## src/hw/csr_pkg.sv

```systemverilog
// Constants of the charger status readout bank.
// Assumes one 40 MHz system clock and an 8-bit register read port.
package csr_pkg;

    // ----------------------------------------------------------------
    // Register offsets
    // ----------------------------------------------------------------
    localparam logic [7:0] OFS_CHARGER_STATUS_FIRST = 8'h1d;
    localparam logic [7:0] OFS_CHARGER_STATUS_SECOND = 8'h1e;
    localparam logic [7:0] OFS_FAULT_STATUS = 8'h1f;
    localparam logic [7:0] OFS_CHARGER_EVENT_FLAGS = 8'h20;

    // ----------------------------------------------------------------
    // Reset and unmapped read values
    // ----------------------------------------------------------------
    localparam logic [7:0] RST_REG = 8'h00;
    localparam logic [7:0] UNMAPPED_READ = 8'h00;

    // ----------------------------------------------------------------
    // First status and flag register bit positions
    // ----------------------------------------------------------------
    localparam int BIT_ADC_DONE = 6;
    localparam int BIT_DIE_HEAT = 5;
    localparam int BIT_MIN_SYS = 4;
    localparam int BIT_IN_CURRENT = 3;
    localparam int BIT_IN_VOLTAGE = 2;
    localparam int BIT_CHG_TIMER = 1;
    localparam int BIT_HOST_WDOG = 0;
    localparam int EVENT_BITS = 7;

    // ----------------------------------------------------------------
    // Second status register fields
    // ----------------------------------------------------------------
    localparam int POS_CHARGE_PHASE = 3;
    localparam int POS_SOURCE_TYPE = 0;
    localparam logic [1:0] PHASE_IDLE = 2'h0;
    localparam logic [1:0] PHASE_CC = 2'h1;
    localparam logic [1:0] PHASE_CV = 2'h2;
    localparam logic [1:0] PHASE_TOP_OFF = 2'h3;
    localparam logic [2:0] SOURCE_UNKNOWN = 3'h4;

    // ----------------------------------------------------------------
    // Fault status register fields
    // ----------------------------------------------------------------
    localparam int BIT_INPUT_FAULT = 7;
    localparam int BIT_BATTERY_FAULT = 6;
    localparam int BIT_SYS_RAIL_FAULT = 5;
    localparam int BIT_DIE_SHUTDOWN = 3;
    localparam int POS_ZONE = 0;
    localparam logic [2:0] ZONE_NORMAL = 3'h0;
    localparam logic [2:0] ZONE_COLD = 3'h1;
    localparam logic [2:0] ZONE_HOT = 3'h2;
    localparam logic [2:0] ZONE_COOL = 3'h3;
    localparam logic [2:0] ZONE_WARM = 3'h4;
    localparam logic [2:0] ZONE_PRE_COOL = 3'h5;
    localparam logic [2:0] ZONE_PRE_WARM = 3'h6;
    localparam logic [2:0] ZONE_BIAS_FAULT = 3'h7;

    // ----------------------------------------------------------------
    // Synchroniser
    // ----------------------------------------------------------------
    localparam int SYNC_WIDTH = 26;
    localparam logic [SYNC_WIDTH-1:0] SYNC_RST = 26'h000_0000;

endpackage

```

## src/hw/csr_sync.sv

```systemverilog
// Two-stage synchroniser for the analog condition inputs.
// Assumes inputs are quasi-static levels from outside the clock domain.
module csr_sync (
    input wire logic clk_sys,
    input wire logic sys_rst,
    input wire logic clk_en,
    input wire logic [csr_pkg::SYNC_WIDTH-1:0] async_in,
    output logic [csr_pkg::SYNC_WIDTH-1:0] sync_out
);
    import csr_pkg::*;

    logic [SYNC_WIDTH-1:0] stage_one;

    // ----------------------------------------------------------------
    // Two flip-flops per bit
    // ----------------------------------------------------------------
    always_ff @(posedge clk_sys) begin
        if (sys_rst) begin
            stage_one <= SYNC_RST;
            sync_out <= SYNC_RST;
        end else if (clk_en) begin
            stage_one <= async_in;
            sync_out <= stage_one;
        end
    end

endmodule // csr_sync

```

## src/hw/csr_status_bank.sv

```systemverilog
// Read-only status and event flag registers of the charger.
// Assumes the serial bus engine issues one-cycle reads on clk_sys and
// that condition inputs come from analog circuits, asynchronous.
//
// Overview of operation
// - All bank registers reset zero, read-only
// - Bit 6: one-shot conversion done, zero continuous
// - Bit 5: die thermal regulation active
// - Bit 4: forward mode, battery below minimum system
// - Bit 3: forward input current or pin loop
// - Bit 2: forward input voltage loop active
// - Bit 1: charge safety timer expired
// - Bit 0: host watchdog timer expired
// - Bits 4:3 second register encode charge phase
// - Bits 2:0 report source type, 100b unknown
// - Fault bit 7: input overvoltage or sleep
// - Fault bit 6: battery overcurrent or overvoltage
// - Fault bit 5: system rail short or overvoltage
// - Fault bit 3: die thermal shutdown
// - Fault bits 2:0 encode thermistor zone
// - Code 1 cold or rail absent, 7 bias fault
// - Flag register bits 6:0 latched, bit 7 reserved
// - Flags set on rising edge of condition
// - Thermistor bypass forces normal zone code
module csr_status_bank (
    input wire logic clk_sys,
    input wire logic sys_rst,
    input wire logic clk_en,
    input wire logic rd_en,
    input wire logic [7:0] rd_addr,
    output logic rd_valid,
    output logic [7:0] rd_data,
    input wire logic adc_continuous_mode,
    input wire logic thermistor_bypass,
    input wire logic adc_done_raw,
    input wire logic forward_mode,
    input wire logic die_heat_regulation_status,
    input wire logic min_system_loop_status,
    input wire logic input_current_loop_status,
    input wire logic current_limit_pin,
    input wire logic input_voltage_loop_status,
    input wire logic charge_timer_expired_status,
    input wire logic host_watchdog_expired_status,
    input wire logic [1:0] charge_phase,
    input wire logic [2:0] input_source_type,
    input wire logic input_ovp,
    input wire logic input_sleep,
    input wire logic battery_ocp,
    input wire logic battery_ovp,
    input wire logic system_short,
    input wire logic system_ovp,
    input wire logic die_shutdown_status,
    input wire logic [2:0] thermistor_zone,
    input wire logic thermistor_rail_absent,
    input wire logic thermistor_bias_fault,
    output logic [7:0] charger_status_first,
    output logic [7:0] charger_status_second,
    output logic [7:0] fault_status,
    output logic [7:0] charger_event_flags
);
    import csr_pkg::*;

    // ----------------------------------------------------------------
    // Condition input synchronisation
    // ----------------------------------------------------------------
    logic [SYNC_WIDTH-1:0] raw_bus;
    logic [SYNC_WIDTH-1:0] sync_bus;

    assign raw_bus = {adc_done_raw, forward_mode, die_heat_regulation_status,
                      min_system_loop_status, input_current_loop_status,
                      current_limit_pin, input_voltage_loop_status,
                      charge_timer_expired_status, host_watchdog_expired_status,
                      charge_phase, input_source_type, input_ovp, input_sleep,
                      battery_ocp, battery_ovp, system_short, system_ovp,
                      die_shutdown_status, thermistor_zone,
                      thermistor_rail_absent, thermistor_bias_fault};

    csr_sync u_sync (
        .clk_sys(clk_sys),
        .sys_rst(sys_rst),
        .clk_en(clk_en),
        .async_in(raw_bus),
        .sync_out(sync_bus)
    );

    wire s_adc_done = sync_bus[25];
    wire s_forward = sync_bus[24];
    wire s_die_heat = sync_bus[23];
    wire s_min_sys = sync_bus[22];
    wire s_in_current = sync_bus[21];
    wire s_limit_pin = sync_bus[20];
    wire s_in_voltage = sync_bus[19];
    wire s_chg_timer = sync_bus[18];
    wire s_host_wdog = sync_bus[17];
    wire [1:0] s_phase = sync_bus[16:15];
    wire [2:0] s_source = sync_bus[14:12];
    wire s_in_ovp = sync_bus[11];
    wire s_in_sleep = sync_bus[10];
    wire s_bat_ocp = sync_bus[9];
    wire s_bat_ovp = sync_bus[8];
    wire s_sys_short = sync_bus[7];
    wire s_sys_ovp = sync_bus[6];
    wire s_die_shut = sync_bus[5];
    wire s_rail_absent;
    wire s_bias_fault;

    // ----------------------------------------------------------------
    // Zone and rail fault bits share the tail of the bus
    // ----------------------------------------------------------------
    logic [2:0] zone_raw;
    assign zone_raw = sync_bus[4:2];
    assign s_rail_absent = sync_bus[1];
    assign s_bias_fault = sync_bus[0];

    // ----------------------------------------------------------------
    // Live status decode
    // ----------------------------------------------------------------
    wire bit_adc_done = s_adc_done & ~adc_continuous_mode;
    wire bit_min_sys = s_forward & s_min_sys;
    wire bit_in_current = s_forward & (s_in_current | s_limit_pin);
    wire bit_in_voltage = s_forward & s_in_voltage;
    wire [EVENT_BITS-1:0] event_level = {bit_adc_done, s_die_heat, bit_min_sys,
                                         bit_in_current, bit_in_voltage,
                                         s_chg_timer, s_host_wdog};

    logic [2:0] zone_code;
    assign zone_code = thermistor_bypass ? ZONE_NORMAL :
                       s_bias_fault ? ZONE_BIAS_FAULT :
                       s_rail_absent ? ZONE_COLD :
                       zone_raw;

    logic [7:0] next_status_first;
    logic [7:0] next_status_second;
    logic [7:0] next_fault;
    assign next_status_first = {1'b0, event_level};
    assign next_status_second = {3'h0, s_phase, s_source};
    assign next_fault = {s_in_ovp | s_in_sleep,
                         s_bat_ocp | s_bat_ovp,
                         s_sys_short | s_sys_ovp,
                         1'b0,
                         s_die_shut,
                         zone_code};

    // ----------------------------------------------------------------
    // Rising edge event flags
    // ----------------------------------------------------------------
    logic [EVENT_BITS-1:0] event_prev;
    logic [EVENT_BITS-1:0] flag_set;
    logic flag_read;
    logic [7:0] next_flags;
    assign flag_set = event_level & ~event_prev;
    assign flag_read = rd_en && (rd_addr == OFS_CHARGER_EVENT_FLAGS);
    assign next_flags = {1'b0, flag_set | (flag_read ? '0 :
                         charger_event_flags[EVENT_BITS-1:0])};

    // ----------------------------------------------------------------
    // Read data decode
    // ----------------------------------------------------------------
    logic [7:0] read_mux;
    assign read_mux = (rd_addr == OFS_CHARGER_STATUS_FIRST) ? charger_status_first :
                      (rd_addr == OFS_CHARGER_STATUS_SECOND) ? charger_status_second :
                      (rd_addr == OFS_FAULT_STATUS) ? fault_status :
                      (rd_addr == OFS_CHARGER_EVENT_FLAGS) ? charger_event_flags :
                      UNMAPPED_READ;

    // ----------------------------------------------------------------
    // Registers
    // ----------------------------------------------------------------
    always_ff @(posedge clk_sys) begin
        if (sys_rst) begin
            charger_status_first <= RST_REG;
            charger_status_second <= RST_REG;
            fault_status <= RST_REG;
            charger_event_flags <= RST_REG;
            event_prev <= '0;
            rd_valid <= 1'b0;
            rd_data <= RST_REG;
        end else if (clk_en) begin
            charger_status_first <= next_status_first;
            charger_status_second <= next_status_second;
            fault_status <= next_fault;
            charger_event_flags <= next_flags;
            event_prev <= event_level;
            rd_valid <= rd_en;
            if (rd_en) begin
                rd_data <= read_mux;
            end
        end
    end

endmodule // csr_status_bank

```

## config.mk

```make
export PLATFORM = sky130hd
export DESIGN_NAME = csr_status_bank
export DESIGN_NICKNAME = d
export VERILOG_FILES = /design/src/hw/csr_pkg.sv /design/src/hw/csr_sync.sv /design/src/hw/csr_status_bank.sv
export SDC_FILE = /design/constraint.sdc
export NUM_CORES = 1
export LEC_CHECK = 0
export BUFFER_PORTS_ARGS = -buffer_cell sky130_fd_sc_hd__buf_4
export CORE_MARGIN = 2
export CORE_UTILIZATION = 37
export DETAILED_ROUTE_END_ITERATION = 7
export GPL_ROUTABILITY_DRIVEN = 1
export HOLD_SLACK_MARGIN = 0.05
export PLACE_DENSITY = 0.57
export RECOVER_POWER = 100
export SLEW_MARGIN = 5
export SYNTH_ARGS = -nofsm -noshare
export SYNTH_HDL_FRONTEND = slang
export SYNTH_SLANG_ARGS = --single-unit
```

## constraint.sdc

```tcl
create_clock -name clk_sys -period 3.1 [get_ports clk_sys]
set_input_delay 0.31 -clock clk_sys [delete_from_list [all_inputs] [get_ports clk_sys]]
set_output_delay 0.31 -clock clk_sys [all_outputs]
set_load 0.05 [all_outputs]
```

==> results of run 1 <==
[state kept, by name, indices dropped and copies added (netlist names)]
signal                 flops
u_sync.sync_out           26
u_sync.stage_one          26
rd_data                    8
charger_status_second      5
charger_status_first       7
charger_event_flags        7
rd_valid                   1
fault_status               7
[placed cells by master (no fill, tap or decap), types with 2 or more instances in the layout]
cell type / n
nand2_1: 14
buf_4: 38
a22o_1: 3
nor3_1: 5
a22o_2: 2
clkbuf_2: 2
nor4_1: 2
o21ai_0: 2
mux2i_1: 61
and3_1: 2
conb_1: 6
dfxtp_1: 87
a22oi_1: 2
nor2_1: 87
clkbuf_1: 35
nand3_1: 2
a221oi_1: 5
mux2_2: 3
a211oi_1: 4
a21oi_1: 17
nor3b_1: 2
clkinv_2: 2
clkbuf_8: 11
nand4_1: 2
nor2b_1: 3
nand4b_1: 3
[logic make-up (layout without fill, tap and decap cells)]
group | count (synthesis) | count (layout) | share of synthesized area
AO/OA/AOI/OAI | 39 | 39 | 0.0753
multiplexers | 64 | 64 | 0.186
buffers and inverters | 32 | 92 | 0.0645
flip-flops | 87 | 87 | 0.502
other | 1 | 6 | 0.00108
AND/OR/NAND/NOR | 131 | 131 | 0.172
[where the power goes]
group	total (mW)	internal (mW)	switching (mW)
logic	0.247	0.0948	0.152
registers	1.19	1.16	0.0275
clock network	0.811	0.415	0.396
total	2.25	1.67	0.575
[per-stage QoR]
stage / hold slack, ns / util
detailed placement: 0.459 / 0.434
finish: 0.189 / 0.442
global route: 0.181 / 0.442
floorplan: 0.452 / -
global placement: 0.447 / 0.434
CTS: 0.172 / 0.457
[worst max path at each step]
stage / start / to / cells past startpoint
2_1_floorplan: fault_status[0] / rd_data[0] / 4
3_3_place_gp: clk_en / charger_event_flags[0] / 5
3_5_place_dp: clk_en / charger_event_flags[1] / 5
4_1_cts: clk_en / charger_event_flags[1] / 5
5_1_grt: clk_en / u_sync.stage_one[14] / 4
6_report: clk_en / u_sync.sync_out[25] / 4
[routing by layer]
metal | part of all wire | global-route usage | vias up
met2 | 0.43 | 0.217 | 60
met5 | 0 | 0 | -
met1 | 0.50 | 0.206 | 1184
met4 | 0.025 | 0.0822 | 0
met3 | 0.050 | 0.0305 | 17
li1 | - | - | 1325
[cell type report]
| type | instances | area (um^2) | area share |
|---|---|---|---|
| clock buffer | 11 | 151 | 0.0374 |
| clock inverter | 5 | 56.3 | 0.0139 |
| inverter | 1 | 3.75 | 0.000929 |
| multi-input combinational | 240 | 1520 | 0.377 |
| sequential | 87 | 1740 | 0.431 |
| tap | 111 | 139 | 0.0344 |
| timing repair buffer | 75 | 427 | 0.106 |
[critical path: stages]
cell	delay [ns]
buf_4	0.39
clkbuf_2	1.09
mux2i_1	0.30
nor2_1	0.06
==> impl_metrics.env, run 1 <==
export IMPL_synth_edf_count=0
export IMPL_grt_pass1_wl_um=11800
export IMPL_drive_gt1_frac=0.155
export IMPL_clock_latency_ns=0.35
export IMPL_synth_common_cells="87 x dfxtp_1, 87 x nor2_1, 61 x mux2i_1"
export IMPL_n_antenna_cell=0
export IMPL_grt_pass1_vias=2351
export IMPL_overflow=0
export IMPL_grt_total_usage=0.149
export IMPL_reg2reg_from="fault_status[0]"
export IMPL_startpoint_type="primary input"
export IMPL_port_buffers=74
export IMPL_postCtsSetupRepairBufs=0
export IMPL_vias=2586
export IMPL_grt_start_max_net_pins=89
export IMPL_syn_area_mm2=0.00347
export IMPL_ctsHoldBuffers=0
export IMPL_cts_buffer_depth=2
export IMPL_yosysSeqAreaShare=0.502
export IMPL_period_needed_ns=2.01
export IMPL_area_growth_syn_to_layout_pct=16.5
export IMPL_syn_avg_cell_area_um2=9.80
export IMPL_tightest_slew_ns=1.75
export IMPL_place_ws_ns=1.14
export IMPL_min_to="u_sync.stage_one[16]"
export IMPL_drt_initial_drc_count=124
export IMPL_die_w_um=101
export IMPL_hold_viol=0
export IMPL_start_util=0.379
export IMPL_status="complete, but fails checks"
export IMPL_final_cells=530
export IMPL_ir_worst_vdd_mv=0.216
export IMPL_hpwl_um=5130
export IMPL_finalSetupTns_ns=0
export IMPL_globalplace_congestion=0.790
export IMPL_drt_wl_total_um=7400
export IMPL_max_freq_ghz=0.497
export IMPL_die_y_um=101
export IMPL_path_clk_slew_ns=0.09
export IMPL_hp_class="in -> reg"
export IMPL_rsz0062_at_grt="false"
export IMPL_relSlewSlack=-0.167
export IMPL_core_area_mm2=0.00915
export IMPL_dpl_cell_area_mm2=0.00397
export IMPL_leakage_nw=1.73
export IMPL_fp_row_count=35
export IMPL_die_area_mm2=0.0102
export IMPL_finalClockSkew_ns=0.0121
export IMPL_cp_end_kind="flop"
export IMPL_synth_top_area_frac=0.502
export IMPL_drv_slew=89
export IMPL_wl_per_cell_um=14.0
export IMPL_htree_num_levels=3
export IMPL_clockRootBuffer="clkbuf_8"
export IMPL_ys_warn_count=0
export IMPL_crit_arrival_ns=2.19
export IMPL_period_share=0.649
export IMPL_r2r_end="rd_data[0]"
export IMPL_reg2reg_slack_ns=1.67
export IMPL_synthArstFlopShare=0
export IMPL_synth_area_top_cells="dfxtp_1 50%, mux2i_1 18%, nor2_1 9.4%, a21oi_1 2.5%, clkbuf_8 2.0%"
export IMPL_route_detailed_drc=0
export IMPL_nets=454
export IMPL_cts_tree="done"
export IMPL_post_cts_resized=0
export IMPL_violations="capacitance limit, slew limit"
export IMPL_cts_buffers=9
export IMPL_synth_cells=354
export IMPL_synthFlopType="dfxtp_1"
export IMPL_worstPathRequired_ns=3.28
export IMPL_min_path_cells=3
export IMPL_reg2reg_depth=4
export IMPL_drv_cap=1
export IMPL_drtAntennaViolNets=0
export IMPL_final_area_mm2=0.00404
export IMPL_clock_sinks=87
export IMPL_path_max_fanout=46
export IMPL_setup_viol=0
export IMPL_drtPass1Iterations=4
export IMPL_ys_ff_latch=87
export IMPL_criticalPathCategory="in -> reg"
export IMPL_powerDensity_mw_per_mm2=555
export IMPL_viasPerCell=4.88
export IMPL_placed_cells=514
export IMPL_fillers=954
export IMPL_synth_distinct_cells=39
export IMPL_yosysTopAreaCell="dfxtp_1"
export IMPL_hp_start="charge_phase[1]"
export IMPL_grt_antenna_before_repair=0
export IMPL_num_io_pins=81
export IMPL_worst_slack_ns=1.09
export IMPL_power_mw=2.25
No activity file was read; power rests on OpenSTA's default activity.
==> inputs of run 2 (changes only) <==
ABC_AREA = 1   (was unset)
PLACE_DENSITY = 0.58   (was 0.57)
clock period = 2 ns   (was 3.1 ns; I/O delays follow)
==> run 2 against run 1 <==
Clock-buffer cell count unchanged; worst hold slack got worse by 0.12 ns; sequential power grew 59%; final area up 2.2%; routed wire length rose by 8.3%; total power rose by 75%; synthesized cell count up 30%; synthesized area is 1.8% lower; core utilization rose by 1.4 points; register-to-register slack got worse by 0.65 ns; the run now ends clean.
==> impl_metrics.env, run 2 <==
export IMPL_status="finished clean"
export IMPL_vias=3039
export IMPL_grt_antenna_before_repair=0
export IMPL_rsz0062_at_grt="false"
export IMPL_cp_end_kind="output port"
export IMPL_hold_viol=0
export IMPL_synth_area_top_cells="dfxtp_1 51%, nor2_1 13%, o21ai_0 10%, nand2_1 6.4%, a21oi_1 4.1%"
export IMPL_drive_gt1_frac=0.126
export IMPL_drt_initial_drc_count=167
export IMPL_criticalPathCategory="reg -> out"
export IMPL_clock_latency_ns=0.34
export IMPL_period_share=0.724
export IMPL_viasPerCell=4.73
export IMPL_setup_viol=0
export IMPL_hp_class="in -> reg"
export IMPL_nets=566
export IMPL_worstPathRequired_ns=1.80
export IMPL_synthFlopType="dfxtp_1"
export IMPL_ys_ff_latch=87
export IMPL_crit_family="buffers and inverters"
export IMPL_wl_per_cell_um=12.5
export IMPL_cts_tree="done"
export IMPL_syn_avg_cell_area_um2=7.39
export IMPL_drtPass1Iterations=4
export IMPL_clock_sinks=87
export IMPL_reg2reg_from="u_sync.sync_out[24]"
export IMPL_die_area_mm2=0.00999
export IMPL_final_cells=642
export IMPL_powerDensity_mw_per_mm2=953
export IMPL_synth_distinct_cells=26
export IMPL_drv_slew=0
export IMPL_post_cts_resized=0
export IMPL_slowest_delay_ns=0.50
export IMPL_htree_num_levels=3
export IMPL_ys_warn_count=0
export IMPL_reg2reg_depth=5
export IMPL_start_util=0.376
export IMPL_reg2reg_slack_ns=1.02
export IMPL_port_buffers=74
export IMPL_crit_arrival_ns=1.25
export IMPL_path_clk_slew_ns=0.08
export IMPL_ir_worst_vdd_mv=0.348
export IMPL_placed_cells=626
export IMPL_syn_area_mm2=0.00341
export IMPL_drt_wl_total_um=8020
export IMPL_fp_row_count=35
export IMPL_slowest_stage="clkbuf_1"
export IMPL_grt_start_max_net_pins=50
export IMPL_clockRootBuffer="clkbuf_8"
export IMPL_crit_cells=1
export IMPL_hp_start="die_shutdown_status"
export IMPL_leakage_nw=1.77
export IMPL_synth_cells=461
export IMPL_yosysTopAreaCell="dfxtp_1"
export IMPL_cts_buffer_depth=2
export IMPL_route_detailed_drc=0
export IMPL_core_area_mm2=0.00906
export IMPL_die_y_um=100
export IMPL_path_max_fanout=3
export IMPL_power_mw=3.94
export IMPL_synth_edf_count=0
export IMPL_final_cell_mix="118 x nor2_1, 87 x dfxtp_1, 73 x o21ai_0"
export IMPL_reg_top3="u_sync.stage_one x26, u_sync.sync_out x26, rd_data x8"
export IMPL_startpoint_type="flop"
export IMPL_postCtsSetupRepairBufs=0
export IMPL_ctsHoldBuffers=0
export IMPL_area_growth_syn_to_layout_pct=21.3
export IMPL_min_to="u_sync.stage_one[5]"
export IMPL_num_io_pins=81
export IMPL_hpwl_um=5620
export IMPL_regArea_mm2=0.00174
export IMPL_synth_common_cells="118 x nor2_1, 87 x dfxtp_1, 68 x o21ai_0"
export IMPL_yosysSeqAreaShare=0.511
export IMPL_tightest_slew_ns=0.874
export IMPL_drv_cap=0
export IMPL_relSlewSlack=0.417
export IMPL_grt_total_usage=0.163
export IMPL_grt_pass1_vias=2748
export IMPL_r2r_end="charger_event_flags[3]"
export IMPL_synth_top_area_frac=0.511
export IMPL_finalSetupTns_ns=0
export IMPL_finalClockSkew_ns=0.00810
export IMPL_globalplace_congestion=0.870
export IMPL_synthArstFlopShare=0
export IMPL_max_freq_ghz=0.691
export IMPL_min_path_cells=3
export IMPL_overflow=0
export IMPL_synth_most_common_cell="nor2_1"
export IMPL_period_needed_ns=1.45
export IMPL_die_w_um=100
export IMPL_layout_commonest_cell="nor2_1"
export IMPL_drtAntennaViolNets=0
export IMPL_crit_chain="clkbuf_1"
export IMPL_cts_buffers=9
export IMPL_multi_input_area_mm2=0.00139
export IMPL_grt_pass1_wl_um=13200
export IMPL_fillers=940
export IMPL_n_antenna_cell=0
export IMPL_crit_buf_inv=1
-- run 2: layer usage --
layer	up-vias	routed length, um	track usage
met5	-	0	0
met4	0	157	0.0727
met3	14	390	0.0313
met2	69	3680	0.255
met1	1363	3790	0.219
li1	1593	-	-
-- run 2: how the worst max path moves through the flow --
stage,from,endpoint,slack [ns]
finish,charger_status_second[0],charger_status_second[0],0.55
global route,sys_rst,u_sync.sync_out[12],0.41
CTS,charger_status_second[4],charger_status_second[4],0.80
detailed placement,clk_en,charger_event_flags[3],0.64
global placement,clk_en,charger_event_flags[3],0.67
floorplan,charger_status_first[0],rd_data[0],0.86
-- run 2: cell type report --
type | count | area share
Inverter | 29 | 0.0266
Sequential cell | 87 | 0.421
Clock inverter | 5 | 0.0312
Tap cell | 111 | 0.0336
Clock buffer | 11 | 0.0342
Timing Repair Buffer | 81 | 0.116
Multi-Input combinational cell | 318 | 0.337
-- run 2: where the power goes --
group | internal, mW | switching [mW]
Clock | 0.993 | 0.599
Sequential | 1.83 | 0.0631
Combinational | 0.141 | 0.310
Total | 2.97 | 0.972
-- run 2: per-stage QoR --
stage / cell area (um^2) / hold slack (ns) / setup WS [ns] / utilization
finish: 4130 / 0.0738 / 0.552 / 0.456
global route: 4130 / 0.0668 / 0.406 / 0.456
CTS: 4280 / 0.0592 / 0.803 / 0.472
detailed placement: 4010 / 0.428 / 0.637 / 0.442
global placement: 4010 / 0.423 / 0.675 / 0.442
floorplan: 3430 / 0.269 / 0.864 / -
-- run 2: kinds of logic after synthesis --
family / count (synthesis) / share of synthesized area
other: 1 / 0.00110
DFF: 87 / 0.511
AOI/OAI and AO/OA: 107 / 0.160
buffers and inverters: 61 / 0.0852
and+or+nand+nor: 205 / 0.242
==> inputs of run 3 (changes only) <==
clock period = 1.45 ns   (was 2 ns; I/O delays follow)
==> run 3 against run 2 <==
Sequential power rose by 38%; worst hold slack improved by 0.013 ns; global-route usage rose by 0.63 points; clock-buffer cell count fell by 1; register-to-register slack got worse by 0.71 ns; non-clock buffer count rose by 27; first-iteration DRC count fell by 24%; final area rose by 6.1%; critical path depth did not move; worst setup slack got worse by 0.31 ns; critical path type unchanged; routed wire length rose by 2.7%.
==> impl_metrics.env, run 3 (synthesis gave the netlist of run 2 again) <==
export IMPL_status="finished clean"
export IMPL_relSlewSlack=0.573
export IMPL_grt_pass1_wl_um=13600
export IMPL_crit_family="flip-flops"
export IMPL_switching_share=0.261
export IMPL_drtAntennaViolNets=0
export IMPL_max_freq_ghz=0.829
export IMPL_reg_top3="u_sync.stage_one x26, u_sync.sync_out x26, rd_data x8"
export IMPL_setup_viol=0
export IMPL_power_mw=5.05
export IMPL_drv_cap=0
export IMPL_p_sw_mw=1.32
export IMPL_n_antenna_cell=0
export IMPL_finalClockSkew_ns=0.0118
export IMPL_period_needed_ns=1.21
export IMPL_clock_sinks=87
export IMPL_tightest_slew_ns=0.641
export IMPL_die_area_mm2=0.00999
export IMPL_ir_worst_vdd_mv=0.632
export IMPL_leakage_nw=1.96
export IMPL_hpwl_um=5570
export IMPL_die_y_um=100
export IMPL_dpl_cell_area_mm2=0.00404
export IMPL_grt_start_max_net_pins=67
export IMPL_path_max_fanout=3
export IMPL_vias=3143
export IMPL_cts_buffer_depth=2
export IMPL_port_buffers=74
export IMPL_htree_num_levels=3
export IMPL_hold_viol=0
export IMPL_drtPass1Iterations=4
export IMPL_drive_gt1_frac=0.180
export IMPL_holdWs_ns=0.0868
export IMPL_area_growth_syn_to_layout_pct=28.7
export IMPL_core_area_mm2=0.00906
export IMPL_criticalPathCategory="reg -> out"
export IMPL_die_w_um=100
export IMPL_cts_tree="done"
export IMPL_grt_total_usage=0.169
export IMPL_cp_end_kind="output port"
export IMPL_crit_chain="clkbuf_2"
export IMPL_path_clk_slew_ns=0.08
export IMPL_drt_wl_total_um=8230
export IMPL_drt_initial_drc_count=127
export IMPL_seqPwrFrac=0.518
export IMPL_hp_class="in -> reg"
export IMPL_final_cell_mix="118 x nor2_1, 87 x dfxtp_1, 73 x o21ai_0"
export IMPL_viasPerCell=4.71
export IMPL_clockPowerShare=0.345
export IMPL_grt_antenna_before_repair=0
export IMPL_p_comb_frac=0.137
export IMPL_wl_per_cell_um=12.3
export IMPL_slowest_stage="dfxtp_1"
export IMPL_start_util=0.376
export IMPL_crit_buf_inv=1
export IMPL_crit_arrival_ns=1.06
export IMPL_worstPathRequired_ns=1.31
export IMPL_clockRootBuffer="clkbuf_8"
export IMPL_period_share=0.831
export IMPL_route_detailed_drc=0
export IMPL_num_io_pins=81
export IMPL_grt_pass1_vias=2886
export IMPL_finalSetupTns_ns=0
export IMPL_nets=593
export IMPL_cts_buffers=9
export IMPL_final_area_mm2=0.00439
export IMPL_powerDensity_mw_per_mm2=1150
export IMPL_globalplace_congestion=0.921
export IMPL_rsz0062_at_grt="false"
export IMPL_clock_latency_ns=0.35
export IMPL_layout_commonest_cell="nor2_1"
export IMPL_slowest_delay_ns=0.41
export IMPL_drv_slew=0
export IMPL_post_cts_resized=0
export IMPL_fillers=943
export IMPL_startpoint_type="flop"
export IMPL_intPower_mw=3.73
export IMPL_fp_row_count=35
export IMPL_overflow=0
run 3: per-layer routing:
layer / GRT usage / routed length, um / vias up / part of all wire
met3: 0.0313 / 375 / 7 / 0.046
met2: 0.264 / 3700 / 77 / 0.45
met5: 0 / 0 / - / 0
met4: 0.0580 / 76 / 0 / 0.0092
met1: 0.236 / 4080 / 1408 / 0.50
li1: - / - / 1651 / -
run 3: layout make-up:
cell class	instances	area, um^2	area share
Timing Repair Buffer	108	807	0.184
Tap cell	111	139	0.0317
Clock inverter	4	72.6	0.0165
Multi-Input combinational cell	318	1390	0.316
Inverter	29	110	0.0251
Clock buffer	10	128	0.0291
Sequential cell	87	1740	0.397
run 3: power groups by stage:
stage | Combinational, mW | Clock, mW | Sequential [mW]
final | 0.692 | 1.74 | 2.61
after CTS | 0.733 | 1.80 | 2.62
after global routing | 0.767 | 1.91 | 2.63
after detailed placement | 0.674 | 0 | 2.67
after global placement | 0.668 | 0 | 2.67
after floorplan | 0.326 | 0 | 2.78
run 3: timing repair:
| action | 4_1_cts | 5_1_grt |
|---|---|---|
| endpoints found under the hold margin | 26 | 0 |
| buffers inserted | 0 | 0 |
| setup endpoints to repair | 0 | 0 |
| hold buffers | 26 | 0 |
run 3: worst paths after layout:
path | start | endpoint | slack (ns) | cells after the start
max | fault_status[5] | fault_status[5] | 0.24 | 1
min reg2reg | u_sync.sync_out[11] | u_sync.sync_out[11] | 0.46 | 2
max reg2reg | u_sync.sync_out[24] | charger_event_flags[3] | 0.31 | 5
min | thermistor_bypass | fault_status[1] | 0.09 | 4
run 3: stage by stage:
stage,setup WS [ns],util,cells
floorplan,0.314,-,466
global placement,0.162,0.445,627
detailed placement,0.0726,0.445,627
CTS,0.298,0.496,667
global route,0.199,0.484,667
finish,0.244,0.484,667
